$ cat config.mk
export PLATFORM = sky130hd
export DESIGN_NAME = dma_layer_config_status_regs
export DESIGN_NICKNAME = d
export VERILOG_FILES = /design/src/core/dma_layer_pkg.sv /design/src/core/rx_stage_fifo.sv /design/src/core/dma_layer_config_status_regs.sv
export VERILOG_INCLUDE_DIRS = /design/src /design/src/core
export SDC_FILE = /design/constraint.sdc
export NUM_CORES = 1
export LEC_CHECK = 0
export BUFFER_PORTS_ARGS = -buffer_cell sky130_fd_sc_hd__buf_2
export CAP_MARGIN = 20
export CORE_ASPECT_RATIO = 2
export CORE_MARGIN = 8
export CORE_UTILIZATION = 59
export DETAILED_ROUTE_END_ITERATION = 6
export PLACE_DENSITY = 0.79
export SYNTH_ARGS = -nofsm -noshare
export SYNTH_HDL_FRONTEND = slang
export SYNTH_SLANG_ARGS = --single-unit
$ cat constraint.sdc
create_clock -name clock -period 6.4 [get_ports clock]
set_input_delay 1.28 -clock clock [delete_from_list [all_inputs] [get_ports clock]]
set_output_delay 1.28 -clock clock [all_outputs]
set_load 0.005 [all_outputs]
$ cat src/core/dma_layer_params.svh
/*
  Register offsets, field positions and reset values of the channel DMA
  layer register bank. Bit positions are given in LSB-0 order; the bus
  convention numbers bit 0 as the MSB, so bus bit n sits at 31-n.
  Assumes inclusion by bare name from the design files only.
*/
`ifndef DMA_LAYER_PARAMS_SVH
`define DMA_LAYER_PARAMS_SVH

// Register-port addresses
`define ADR_CFG      10'h180
`define ADR_ESR      10'h181
`define ADR_IER      10'h182
`define ADR_RXSET    10'h190
`define ADR_RXCLR    10'h191
`define ADR_RXTBL    10'h1c0
`define ADR_RXBSZ    10'h1e0

// Configuration fields
`define CFG_SR       31
`define CFG_PRIO_HI  23
`define CFG_PRIO_LO  22
`define CFG_GA       21
`define CFG_OA       20
`define CFG_LE       19
`define CFG_LAT_HI   18
`define CFG_LAT_LO   15
`define CFG_BURST    14
`define CFG_PLOCK    7
`define CFG_EVERY_PACKET_IRQ    2
`define CFG_LEA      1
`define CFG_SD       0
`define CFG_WMASK    32'h00ff_c087

// Error status fields
`define ESR_EVB      31
`define ESR_CID_HI   30
`define ESR_CID_LO   25
`define ESR_TYP_HI   20
`define ESR_TYP_LO   16
`define ESR_IRQ_HI   4
`define ESR_IRQ_LO   0

// Channel-active bit, buffer size width
`define RX_CH0       31
`define BSZ_HI       7

// Reset values and soft reset length
`define CFG_RST      32'h0000_0000
`define IER_RST      5'h00
`define SRST_CYCLES  1

`endif

$ cat src/core/dma_layer_pkg.sv
/*
  Types shared by the DMA layer register bank and its bench.
  Assumes nothing beyond a SystemVerilog compiler.
*/
package dma_layer_pkg;

  // One register-port request, valid for the cycle it is seen
  typedef struct packed {
    logic        rd;
    logic        wr;
    logic [9:0]  addr;
    logic [31:0] wdata;
  } dcr_req_t;

  // Error report; kind one-hot: [4] desc, [3] partial, [2] timeout,
  // [1] periph slave, [0] local bus
  typedef struct packed {
    logic       valid;
    logic       is_rx;
    logic [4:0] chan;
    logic [4:0] kind;
  } err_event_t;

  // Attributes driven with every local-bus request
  typedef struct packed {
    logic [1:0] prio;
    logic       guarded;
    logic       ordered;
    logic       lock_error;
    logic       burst_allow;
    logic [3:0] latency;
  } lb_attr_t;

endpackage : dma_layer_pkg

$ cat src/core/rx_stage_fifo.sv
/*
  Receive-path FIFO with registered read data and registered ready.
  Assumes one clock, synchronous active-high reset, and that the
  caller gives the next-cycle enable for the filling side.
*/
`timescale 1ns/1ps
module rx_stage_fifo #(
  parameter int WIDTH = 32,
  parameter int DEPTH = 16
) (
  input  wire logic             clock,
  input  wire logic             rst,
  input  wire logic             en_nxt,
  input  wire logic [WIDTH-1:0] in_data,
  input  wire logic             in_valid,
  output logic                  in_ready,
  output logic [WIDTH-1:0]      out_data,
  output logic                  out_valid,
  input  wire logic             out_ready
);
  localparam int AW = $clog2(DEPTH);

  // Pointers wrap naturally only for power-of-two depths
  generate
    if (DEPTH < 2 || (1 << AW) != DEPTH) begin : g_bad_depth
      $error("rx_stage_fifo: DEPTH must be a power of two >= 2");
    end
  endgenerate

  logic [WIDTH-1:0] mem [DEPTH];
  logic [AW-1:0]    wr_ptr_r;
  logic [AW-1:0]    rd_ptr_r;
  logic [AW:0]      count_r;
  logic [AW:0]      count_nxt;
  logic             push;
  logic             pop;

  // Pop into the output register whenever it is free or being taken
  assign push = in_valid & in_ready;
  assign pop  = (count_r != '0) & (~out_valid | out_ready);
  assign count_nxt = count_r + {{AW{1'b0}}, push} - {{AW{1'b0}}, pop};

  // Storage has no reset; only pointers matter
  always_ff @(posedge clock) begin
    if (push) begin
      mem[wr_ptr_r] <= in_data;
    end
  end

  // Pointers, fill level and registered ready
  always_ff @(posedge clock) begin
    if (rst) begin
      wr_ptr_r <= '0;
      rd_ptr_r <= '0;
      count_r  <= '0;
      in_ready <= 1'b0;
    end else begin
      wr_ptr_r <= wr_ptr_r + AW'(push);
      rd_ptr_r <= rd_ptr_r + AW'(pop);
      count_r  <= count_nxt;
      in_ready <= en_nxt & (count_nxt != (AW+1)'(DEPTH));
    end
  end

  // Output register; holds until the drain side takes it
  always_ff @(posedge clock) begin
    if (rst) begin
      out_valid <= 1'b0;
      out_data  <= '0;
    end else begin
      out_valid <= pop | (out_valid & ~out_ready);
      if (pop) begin
        out_data <= mem[rd_ptr_r];
      end
    end
  end

endmodule : rx_stage_fifo

$ cat src/core/dma_layer_config_status_regs.sv
/*
  Configuration, error status, interrupt enable and receive channel
  registers of the channel DMA layer, with the attribute, burst, lock,
  packet-interrupt and skip controls they steer, and the receive FIFO.
  Assumes a device-control register port whose requests last one cycle
  and are answered by an ack one cycle later; unmapped addresses get no
  ack, so the port master times out as usual for that bus.
*/
`timescale 1ns/1ps
`include "dma_layer_params.svh"
module dma_layer_config_status_regs
  import dma_layer_pkg::*;
#(
  parameter int FIFO_WIDTH = 32,
  parameter int FIFO_DEPTH = 16
) (
  input  wire logic                  clock,
  input  wire logic                  rst,
  input  wire dcr_req_t              dcr_req,
  output logic                       dcr_ack,
  output logic [31:0]                dcr_rdata,
  input  wire err_event_t            err_evt,
  input  wire logic                  req_is_status_wr,
  output lb_attr_t                   lb_attr,
  input  wire logic                  burst_busy,
  output logic                       burst_stop,
  input  wire logic                  periph_xfer,
  output logic                       periph_lock,
  input  wire logic                  eop_evt,
  input  wire logic                  eop_desc_irq,
  output logic                       eop_irq,
  input  wire logic                  early_end,
  output logic                       skip_next,
  output logic                       rx_active,
  output logic [7:0]                 rx_buf_size,
  output logic [31:0]                rx_table_base,
  output logic                       error_irq,
  input  wire logic [FIFO_WIDTH-1:0] rx_in_data,
  input  wire logic                  rx_in_valid,
  output logic                       rx_in_ready,
  output logic [FIFO_WIDTH-1:0]      rx_out_data,
  output logic                       rx_out_valid,
  input  wire logic                  rx_out_ready
);

  // Data must fit a bus word; the FIFO checks its own depth
  generate
    if (FIFO_WIDTH < 1 || FIFO_WIDTH > 32) begin : g_bad_width
      $error("dma_layer: FIFO_WIDTH must be 1..32");
    end
  endgenerate

  // The soft pulse is a single flop; a longer reset would need a counter
  generate
    if (`SRST_CYCLES != 1) begin : g_bad_srst
      $error("dma_layer: soft reset must last exactly one clock");
    end
  endgenerate

  // Address match, shared by read mux and write strobes
  // Full ten-bit compare, so the block has no aliases
  function automatic logic hit(input logic [9:0] a, input logic [9:0] r);
    hit = (a == r);
  endfunction : hit

  logic [31:0] cfg_r;
  logic        soft_rst_r;
  logic        evb_r;
  logic [5:0]  cid_r;
  logic [4:0]  typ_r;
  logic [4:0]  flag_r;
  logic [4:0]  ier_r;
  logic [3:0]  burst_cnt_r;

  // Address decode
  wire sel_cfg = hit(dcr_req.addr, `ADR_CFG);
  wire sel_esr = hit(dcr_req.addr, `ADR_ESR);
  wire sel_ier = hit(dcr_req.addr, `ADR_IER);
  wire sel_set = hit(dcr_req.addr, `ADR_RXSET);
  wire sel_clr = hit(dcr_req.addr, `ADR_RXCLR);
  wire sel_tbl = hit(dcr_req.addr, `ADR_RXTBL);
  wire sel_bsz = hit(dcr_req.addr, `ADR_RXBSZ);
  wire sel_any = sel_cfg | sel_esr | sel_ier | sel_set
               | sel_clr | sel_tbl | sel_bsz;
  // Unmapped addresses get neither an ack nor a side effect
  wire take    = (dcr_req.rd | dcr_req.wr) & sel_any;

  // Write strobes; a read riding on the same request returns
  // the value from before the write
  wire wr_cfg = dcr_req.wr & sel_cfg;
  wire wr_esr = dcr_req.wr & sel_esr;
  wire wr_ier = dcr_req.wr & sel_ier;
  wire wr_set = dcr_req.wr & sel_set;
  wire wr_clr = dcr_req.wr & sel_clr;
  wire wr_tbl = dcr_req.wr & sel_tbl;
  wire wr_bsz = dcr_req.wr & sel_bsz;

  // All of the layer but the port answer resets on the port reset or the one-cycle soft pulse
  wire srst = rst | soft_rst_r;

  // Soft reset pulse: set by a write of one, gone after one clock
  // Clears on its own pulse so it can never latch itself on
  always_ff @(posedge clock) begin
    if (rst | soft_rst_r) begin
      soft_rst_r <= 1'b0;
    end else begin
      soft_rst_r <= wr_cfg & dcr_req.wdata[`CFG_SR];
    end
  end

  // Configuration; reserved bits never store
  // The soft reset bit is not stored; it reads back from the pulse flop
  always_ff @(posedge clock) begin
    if (srst) begin
      cfg_r <= `CFG_RST;
    end else if (wr_cfg) begin
      cfg_r <= dcr_req.wdata & `CFG_WMASK;
    end
  end

  // Configuration fields
  // Latency and burst also feed the burst counter below
  wire [1:0] cfg_prio  = cfg_r[`CFG_PRIO_HI:`CFG_PRIO_LO];
  wire [3:0] cfg_lat   = cfg_r[`CFG_LAT_HI:`CFG_LAT_LO];
  wire       cfg_burst = cfg_r[`CFG_BURST];
  wire       cfg_lea   = cfg_r[`CFG_LEA];

  // Write-one-to-clear mask for the error status
  // Only the valid flag and the sticky flags respond to it
  wire [31:0] esr_clr = wr_esr ? dcr_req.wdata : 32'h0000_0000;
  wire        ev      = err_evt.valid;
  wire        lb_err  = err_evt.kind[0];

  // Locked mode refuses new captures while the valid flag holds;
  // a clear in the same cycle frees the fields for this event
  wire evb_free = ~evb_r | esr_clr[`ESR_EVB];
  wire capture  = ev & (evb_free | ~cfg_lea);

  // Valid flag: event beats a simultaneous software clear
  wire evb_nxt = ev | (evb_r & ~esr_clr[`ESR_EVB]);

  // Sticky flags: set wins over clear
  wire [4:0] flag_set = ev ? err_evt.kind : 5'h00;
  wire [4:0] flag_nxt = flag_set
                      | (flag_r & ~esr_clr[`ESR_IRQ_HI:`ESR_IRQ_LO]);

  // Channel id only meaningful for peripheral-bus errors
  // A local-bus error has no channel, so the field is zeroed
  wire [5:0] cid_nxt = lb_err ? 6'h00
                     : {err_evt.is_rx, err_evt.chan};

  // Error capture registers
  // Type and channel survive a clear, as the last record for software
  always_ff @(posedge clock) begin
    if (srst) begin
      evb_r  <= 1'b0;
      cid_r  <= 6'h00;
      typ_r  <= 5'h00;
      flag_r <= 5'h00;
    end else begin
      evb_r  <= evb_nxt;
      flag_r <= flag_nxt;
      if (capture) begin
        cid_r <= cid_nxt;
        typ_r <= err_evt.kind;
      end
    end
  end

  // Interrupt enables; written over the port so they can be armed
  // All enables start cleared, so error interrupts start masked
  always_ff @(posedge clock) begin
    if (srst) begin
      ier_r <= `IER_RST;
    end else if (wr_ier) begin
      ier_r <= dcr_req.wdata[`ESR_IRQ_HI:`ESR_IRQ_LO];
    end
  end

  // Error interrupt follows next flag state, so it drops with the clear
  // A newly written enable takes effect one clock after the write
  always_ff @(posedge clock) begin
    if (srst) begin
      error_irq <= 1'b0;
    end else begin
      error_irq <= |(flag_nxt & ier_r);
    end
  end

  // Receive channel active: set register enables, clear register disables
  // Writing one to the clear register is ignored; only a zero disables
  wire rx_active_nxt = wr_set & dcr_req.wdata[`RX_CH0] ? 1'b1
                     : wr_clr & ~dcr_req.wdata[`RX_CH0] ? 1'b0
                     : rx_active;

  always_ff @(posedge clock) begin
    if (srst) begin
      rx_active <= 1'b0;
    end else begin
      rx_active <= rx_active_nxt;
    end
  end

  // Table base kept as written; alignment is the writer's duty
  always_ff @(posedge clock) begin
    if (srst) begin
      rx_table_base <= 32'h0000_0000;
    end else if (wr_tbl) begin
      rx_table_base <= dcr_req.wdata;
    end
  end

  // Buffer size: eight bits, rest reserved
  // Upper bits are dropped on write and read back as zero
  always_ff @(posedge clock) begin
    if (srst) begin
      rx_buf_size <= 8'h00;
    end else if (wr_bsz) begin
      rx_buf_size <= dcr_req.wdata[`BSZ_HI:0];
    end
  end

  // Local-bus attributes; status writes always ordered
  // Registered, so the engine sees a stable set for a whole request
  wire ordered_nxt = cfg_r[`CFG_OA] | req_is_status_wr;

  always_ff @(posedge clock) begin
    if (srst) begin
      lb_attr <= '0;
    end else begin
      lb_attr.prio        <= cfg_prio;
      lb_attr.guarded     <= cfg_r[`CFG_GA];
      lb_attr.ordered     <= ordered_nxt;
      lb_attr.lock_error  <= cfg_r[`CFG_LE];
      lb_attr.burst_allow <= cfg_burst;
      lb_attr.latency     <= cfg_lat;
    end
  end

  // Burst length counter; stops at the latency limit, or at once
  // when bursting is forbidden
  // The count saturates at the limit, so a long burst cannot wrap
  wire lat_hit  = burst_cnt_r >= cfg_lat;
  wire stop_nxt = burst_busy & (~cfg_burst | lat_hit);

  always_ff @(posedge clock) begin
    if (srst) begin
      burst_cnt_r <= 4'h0;
      burst_stop  <= 1'b0;
    end else begin
      burst_stop <= stop_nxt;
      if (!burst_busy) begin
        burst_cnt_r <= 4'h0;
      end else if (!lat_hit) begin
        burst_cnt_r <= burst_cnt_r + 4'h1;
      end
    end
  end

  // Peripheral lock, packet interrupt and skip strobes
  // Registered, so each follows its gated cause one clock behind, for as long as the cause lasts
  wire eop_irq_nxt = eop_evt & (cfg_r[`CFG_EVERY_PACKET_IRQ] | eop_desc_irq);
  wire skip_nxt    = early_end & cfg_r[`CFG_SD];

  always_ff @(posedge clock) begin
    if (srst) begin
      periph_lock <= 1'b0;
      eop_irq     <= 1'b0;
      skip_next   <= 1'b0;
    end else begin
      periph_lock <= periph_xfer & cfg_r[`CFG_PLOCK];
      eop_irq     <= eop_irq_nxt;
      skip_next   <= skip_nxt;
    end
  end

  // Read views; reserved bits read zero
  // Vector bit 31-n carries bus bit n of the register
  wire [31:0] cfg_view = cfg_r | ({31'h0, soft_rst_r} << `CFG_SR);
  wire [31:0] esr_view = {evb_r,   // Valid flag
                          cid_r,   // Direction and channel
                          4'h0,
                          typ_r,   // Type of the recorded error
                          11'h000,
                          flag_r}; // Sticky flags
  wire [31:0] ier_view = {27'h000_0000, ier_r};
  wire [31:0] act_view = {rx_active, 31'h0000_0000};
  wire [31:0] bsz_view = {24'h00_0000, rx_buf_size};

  // Read mux
  wire [31:0] rd_mux = sel_cfg ? cfg_view
                     : sel_esr ? esr_view
                     : sel_ier ? ier_view
                     : (sel_set | sel_clr) ? act_view
                     : sel_tbl ? rx_table_base
                     : sel_bsz ? bsz_view
                     : 32'h0000_0000;

  // Port answer; the port itself survives a soft reset so the
  // write that caused it is still acknowledged
  always_ff @(posedge clock) begin
    if (rst) begin
      dcr_ack   <= 1'b0;
      dcr_rdata <= 32'h0000_0000;
    end else begin
      dcr_ack   <= take;
      dcr_rdata <= (take & dcr_req.rd) ? rd_mux : 32'h0000_0000;
    end
  end

  // Receive path buffer; filling side only open while channel active
  // Ready is registered, so it is fed next cycle's channel state, and a
  // soft-reset write closes it one edge ahead of the reset itself
  rx_stage_fifo #(
    .WIDTH (FIFO_WIDTH),
    .DEPTH (FIFO_DEPTH)
  ) u_rx_fifo (
    .clock     (clock),
    .rst       (srst),
    .en_nxt    (rx_active_nxt & ~(wr_cfg & dcr_req.wdata[`CFG_SR])),
    .in_data   (rx_in_data),
    .in_valid  (rx_in_valid),
    .in_ready  (rx_in_ready),
    .out_data  (rx_out_data),
    .out_valid (rx_out_valid),
    .out_ready (rx_out_ready)
  );

endmodule : dma_layer_config_status_regs

== After elaboration in Yosys (flattened, before gate mapping) ==
Memories as Yosys holds them, arrays and structs flattened. A register that Yosys moved wholly into a read port is not among the register bits.
Index checks and enable logic that the tools add are counted.

* Add/sub/neg operators: 5
* Order comparisons: 1
* Eq/ne operators: 8
* Multiplexer cells: 13
* Bitwise logic cells: 55
* Reduce and logical (&&, ||, !) cells: 4

{| class="wikitable"
|+ Operator list
! cell !! count
|-
| 32-bit two-way mux || 6
|-
| 10-bit by 9-bit == test with 1-bit output, second input constant || 7
|-
| 24-bit by 32-bit OR with 32-bit output || 1
|-
| 1-bit AND || 23
|-
| 1-bit OR || 17
|-
| 5-bit AND || 2
|-
| 1-bit NOT || 10
|-
| 4-bit by 1-bit adder with 4-bit output || 2
|-
| 8-bit two-way mux || 1
|-
| 6-bit two-way mux || 1
|-
| 5-bit by 1-bit adder with 5-bit output || 1
|-
| 5-bit two-way mux || 1
|-
| 5-bit != test, second input constant || 1
|-
| 5-bit NOT || 1
|-
| 5-bit OR || 1
|-
| 5-bit nonzero test || 1
|-
| 5-bit OR reduction || 1
|-
| 5-bit by 1-bit subtractor with 5-bit output || 1
|-
| 4-bit by 1-bit adder with 4-bit output, second input constant || 1
|-
| 4-bit >= comparator || 1
|-
| 1-bit two-way mux || 4
|-
| 2-bit OR reduction || 2
|}

* Bits in registers: 145
* Memory bits (writable): 512
* Input bits: 98
* Output and inout port bits: 123
* Logic and storage cells: 116
* Memories kept: 1

{| class="wikitable"
|+ Memory list
! memory !! depth !! bits a word !! rd ports !! clocked after Yosys merged registers in !! write ports !! RTL line !! source
|-
| u_rx_fifo.mem || 16 || 32 || 1 || 1 || 1 || rx_stage_fifo.sv:30 || <nowiki>logic [WIDTH-1:0] mem [DEPTH];</nowiki>
|}

== Logic depth before layout (Yosys ltp) ==
* Word-level depth: 11
* Gate-level depth with buffers: 14
* Depth with buffers taken out: 14

== Hierarchy ==
From an unflattened synthesis, not the netlist that was laid out.

* Cell total of the unflattened synthesis: 1,516
* Area total of the unflattened synthesis: 26,223.9 um2

{| class="wikitable"
|+ Modules (own cells, without submodules)
! module !! instances !! cells an instance !! area an instance (um2) !! seq. area each (um2)
|-
| rx_stage_fifo || 1 || 947 || 21,229.1 || 16,315.6
|-
| dma_layer_config_status_regs || 1 || 569 || 4,994.8 || 2,602.5
|}

== Worst setup path after synthesis ==
Ideal clock, no wire load.

* Path kind: input to register
* Start: input port rx_in_valid
* End: memory u_rx_fifo.mem[0][0], enable pin
* Library setup time: 0.461 ns
* Arrival: 4.281 ns
* Data required time: 5.939 ns
* Slack: 1.658 ns
* Stages: 4
* Buffers on the path: 1
* Path through: and2_1 clkbuf_1 or3b_2 nor3_1

* Word-level cells in the longest chain between the ends: 3

{| class="wikitable"
|+ Ends and longest elaborated chain
! item !! RTL line !! source
|-
| start: declaration || dma_layer_config_status_regs.sv:39 || <nowiki>input wire logic rx_in_valid,</nowiki>
|-
| 1-bit AND || rx_stage_fifo.sv:39 || <nowiki>assign push = in_valid & in_ready;</nowiki>
|-
| 1-bit two-way mux || rx_stage_fifo.sv:45 || <nowiki>if (push) begin</nowiki>
|-
| 1-bit two-way mux (implied by the code) || rx_stage_fifo.sv:46 || <nowiki>mem[wr_ptr_r] <= in_data;</nowiki>
|-
| end: declaration || rx_stage_fifo.sv:30 ||
|}

No other way between the ends.

== Final worst setup path ==
* Start: input port dcr_req[41] in the netlist's numbering
* End: register rx_table_base[0]

* Word-level cells in the longest chain between the ends: 2

{| class="wikitable"
|+ Ends and longest elaborated chain
! item !! RTL line !! source
|-
| start: declaration || dma_layer_config_status_regs.sv:19 || <nowiki>input wire dcr_req_t dcr_req,</nowiki>
|-
| 10-bit by 9-bit == test with 1-bit output || dma_layer_config_status_regs.sv:63 || <nowiki>hit = (a == r);</nowiki>
|-
| 1-bit AND || dma_layer_config_status_regs.sv:95 || <nowiki>wire wr_tbl = dcr_req.wr & sel_tbl;</nowiki>
|-
| end signal: assignment || dma_layer_config_status_regs.sv:209 || <nowiki>rx_table_base <= dcr_req.wdata;</nowiki>
|-
| end: declaration || dma_layer_config_status_regs.sv:36 || <nowiki>output logic [31:0] rx_table_base,</nowiki>
|}

No other way between the ends.
A chain may end at the register's enable or synchronous reset.

==> flow_metrics.tcl <==
set metrics [dict create \
    drt-initial-drc-count 1375 \
    synth_edf_count 512 \
    place_hpwl_microns 35000 \
    first_pass_iters 7 \
    seq_power_share_pct 51.0 \
    fp.coreArea_sq_um 43900 \
    grt-ovfl-total 0 \
    root_buffer "clkbuf_16" \
    worstPathArrival_ps 4150 \
    rows 109 \
    grt_use_total_pct 23.4 \
    status "finished, final reports clean" \
    setup_tns_ps 0 \
    hold_viol_final 0 \
    path_cells "buf_2 > or4b_1 > nor4_4 > nor2b_1 > buf_4 > and2_1 > buf_8 > nand2_1 > a21oi_1" \
    syn_area_per_cell_sq_um 16.9 \
    synth_common_cells "512 x edfxtp_1, 177 x dfxtp_1, 128 x mux4_2, 126 x nor2_1, 105 x nand2_1" \
    max_freq_mhz 274 \
    clk_latency_ps 610 \
    drv_cap 0 \
    syn_to_final_growth_pct 14.0 \
    worst_setup_path_start_kind "input port" \
    place_ws_ps 2090 \
    hp-start "cfg_r[19]" \
    post_cts_resize_count 0 \
    wl_per_cell_microns 25.7 \
    ant_nets 0 \
    p_leak_nw 10.0 \
    cts_hold_buf 0 \
    synthDistinctLibCells 52 \
    cts_tree "done" \
    async_flop_share_pct 0 \
    relSlewSlack_pct 20.8 \
    yosysTopAreaCellShare_pct 58.8 \
    cts_made_buffers 54 \
    grt_pass1_vias 15100 \
    fin_cells 2367 \
    numPortBuffers 220 \
    syn_inst 1543 \
    skew_ps 32.9 \
    yosysSeqAreaShare_pct 72.4 \
    holdCritPathClass "flip-flop to flip-flop" \
    synth-seq-cells 689 \
    via_count 14700 \
    rsz0062_at_grt "no" \
    vias_per_cell 6.21 \
    whs_path_depth 2 \
    ir_drop_mv 0.312 \
    yosys_warnings 0 \
    clk_pin_slew_worst_paths_ps 70 \
    place.gp.congestion 0.847 \
    internal_power_mw 7.55 \
    postCtsSetupRepairBufs 0 \
    critPathMaxFanout 20 \
    antenna_found_initial 13 \
    p_clk_share_pct 34.5 \
    fillCellCount 2839 \
    r2r_slack_ps 3410 \
    crit_slowest_cell "or4b_1" \
    initial_core_util_pct 59.5 \
    grt_pass1_wl_microns 90100 \
    dp.cells 2255 \
    synth_most_common_cell "edfxtp_1" \
    switchingPower_mw 2.47 \
    fin_crit_ps 3650 \
    num-nets-final 1872 \
    r2r-end "u_rx_fifo.out_data[8]" \
    cpPeakStageDelay_ps 690 \
    r2r_cells 5 \
    synthFlopType "edfxtp_1" \
    power_density_nw_per_um2 336 \
    die_x_microns 165 \
    syn_nets 1657 \
    synthTopCellsByArea "edfxtp_1 59%, dfxtp_1 14%, mux4_2 11%, mux2i_1 2.0%, nor2_1 1.8%" \
    path_delay_family "simple AND/OR/NAND/NOR gates" \
    drive_above_1_share_pct 29.3 \
    clockBufferDepth 3 \
    setup_ws_ps 2750 \
    io-pin-count 221 \
    die_area_sq_um 51700 \
    r2r-start "u_rx_fifo.rd_ptr_r[0]" \
    tightestPinTransition_ps 1180 \
    switching_share_pct 24.6 \
    hold_end "cfg_r[19]" \
    clock-sinks 689 \
    syn-cell-area_sq_um 26100 \
    path_buf_inv 3 \
    wirelength_microns 60900 \
    maxSlewViolCount 0 \
    final_core_util_pct 67.8 \
    grt_max_degree 92 \
    remaining_drc_errors 0 \
    htree_levels 2 \
    end_kind "flip-flop" \
    pwr-share-comb_pct 14.6 \
    path_depth 9 \
    critPathKind "input port to flip-flop" \
    min_period_over_period_pct 57.0 \
    setup_viol 0 \
    required_ps 6900 \
    yosys.area.top_type "edfxtp_1" \
    fp.dieH_microns 314 \
]
[routing by layer]
| layer | up-vias | GRT usage, % | wire length (microns) |
|---|---|---|---|
| met3 | 187 | 4.59 | 5150 |
| met4 | 8 | 11.4 | 2620 |
| met1 | 7363 | 28.9 | 21900 |
| met2 | 751 | 38.9 | 31100 |
| met5 | - | 0 | 47 |
| li1 | 6393 | - | - |
[power groups by stage]
stage               Sequential (mW)  Clock [mW]  Combinational, mW
floorplan                      5.07           0               1.13
global placement               5.21           0               1.42
detailed placement             5.21           0               1.46
CTS                            5.11        3.50               1.48
global route                   5.13        3.66               1.59
finish                         5.11        3.45               1.46
[layout by cell type (no fill, tap or decap), types with 3 or more instances in the layout]
| cell type | n |
|---|---|
| a22oi_1 | 24 |
| nor3_1 | 35 |
| nand2_1 | 105 |
| xor2_1 | 4 |
| dfxtp_1 | 173 |
| nand2b_1 | 13 |
| nor2_4 | 12 |
| a21o_1 | 3 |
| a21oi_1 | 71 |
| bufinv_16 | 6 |
| clkbuf_8 | 5 |
| edfxtp_1 | 512 |
| clkinv_2 | 10 |
| a221oi_1 | 37 |
| clkbuf_16 | 55 |
| buf_4 | 27 |
| inv_1 | 20 |
| mux2i_1 | 53 |
| mux4_2 | 128 |
| diode_2 | 9 |
| buf_2 | 220 |
| xnor2_1 | 7 |
| nor2b_1 | 3 |
| nor3_2 | 4 |
| o21ai_0 | 4 |
| mux2_2 | 36 |
| or3_1 | 3 |
| ha_1 | 15 |
| clkbuf_1 | 18 |
| nor2_1 | 114 |
| and3_1 | 3 |
| nand3_1 | 7 |
| nand3b_1 | 10 |
| dfxtp_4 | 3 |
| and2_1 | 23 |
[how the worst max path moves through the flow]
stage,from,end,slack (ps)
detailed placement,dcr_req[41],rx_table_base[11],2090
floorplan,rx_in_valid,u_rx_fifo.mem[0][0],1660
CTS,dcr_req[41],rx_table_base[11],2710
global placement,dcr_req[41],rx_table_base[8],2040
global route,dcr_req[41],rx_table_base[21],2570
finish,dcr_req[41],rx_table_base[0],2750
[final cells by class]
class                   count  area (sq um)  area share [%]
diodes                      9          22.5          0.0756
multi-input cells         743          6860            23.0
clock buffers              78          1510            5.08
inverters                  20          75.1           0.252
repair buffers            250          1370            4.59
flip-flops and latches    689         18900            63.6
clock inverters            23           328            1.10
well taps                 555           694            2.33
[flip-flops by register name, summed over array words and instances (netlist names), 6 cells and up]
name / count
u_rx_fifo.out_data: 32
dcr_rdata: 32
u_rx_fifo.mem: 512
lb_attr: 10
rx_buf_size: 8
cfg_r: 14
rx_table_base: 32
cid_r: 6
[metrics by stage]
step	cell area [sq um]	total power, mW	hold slack, ps
6_report	29800	10.0	465
5_1_grt	29800	10.4	501
4_1_cts	29700	10.1	470
3_5_place_dp	27900	6.67	460
3_3_place_gp	27900	6.63	451
2_1_floorplan	26100	6.20	440
[worst reg2reg max path: stages, from the launching register on]
cell and delay (ps):
dfxtp_4 870, buf_12 680, mux4_2 670, mux2_2 280
a221oi_1 290, nor2_1 80
[cell families after synthesis]
| family | after synthesis | share of synthesized area [%] |
|---|---|---|
| AOI/OAI and AO/OA | 148 | 3.75 |
| xor gates and xnor gates | 11 | 0.369 |
| DFF | 689 | 72.4 |
| adders and majority gates | 16 | 0.795 |
| buffers and inverters | 111 | 1.82 |
| muxes | 217 | 14.6 |
| and+or+nand+nor | 351 | 6.27 |
Power figures use the tool's default switching activity.
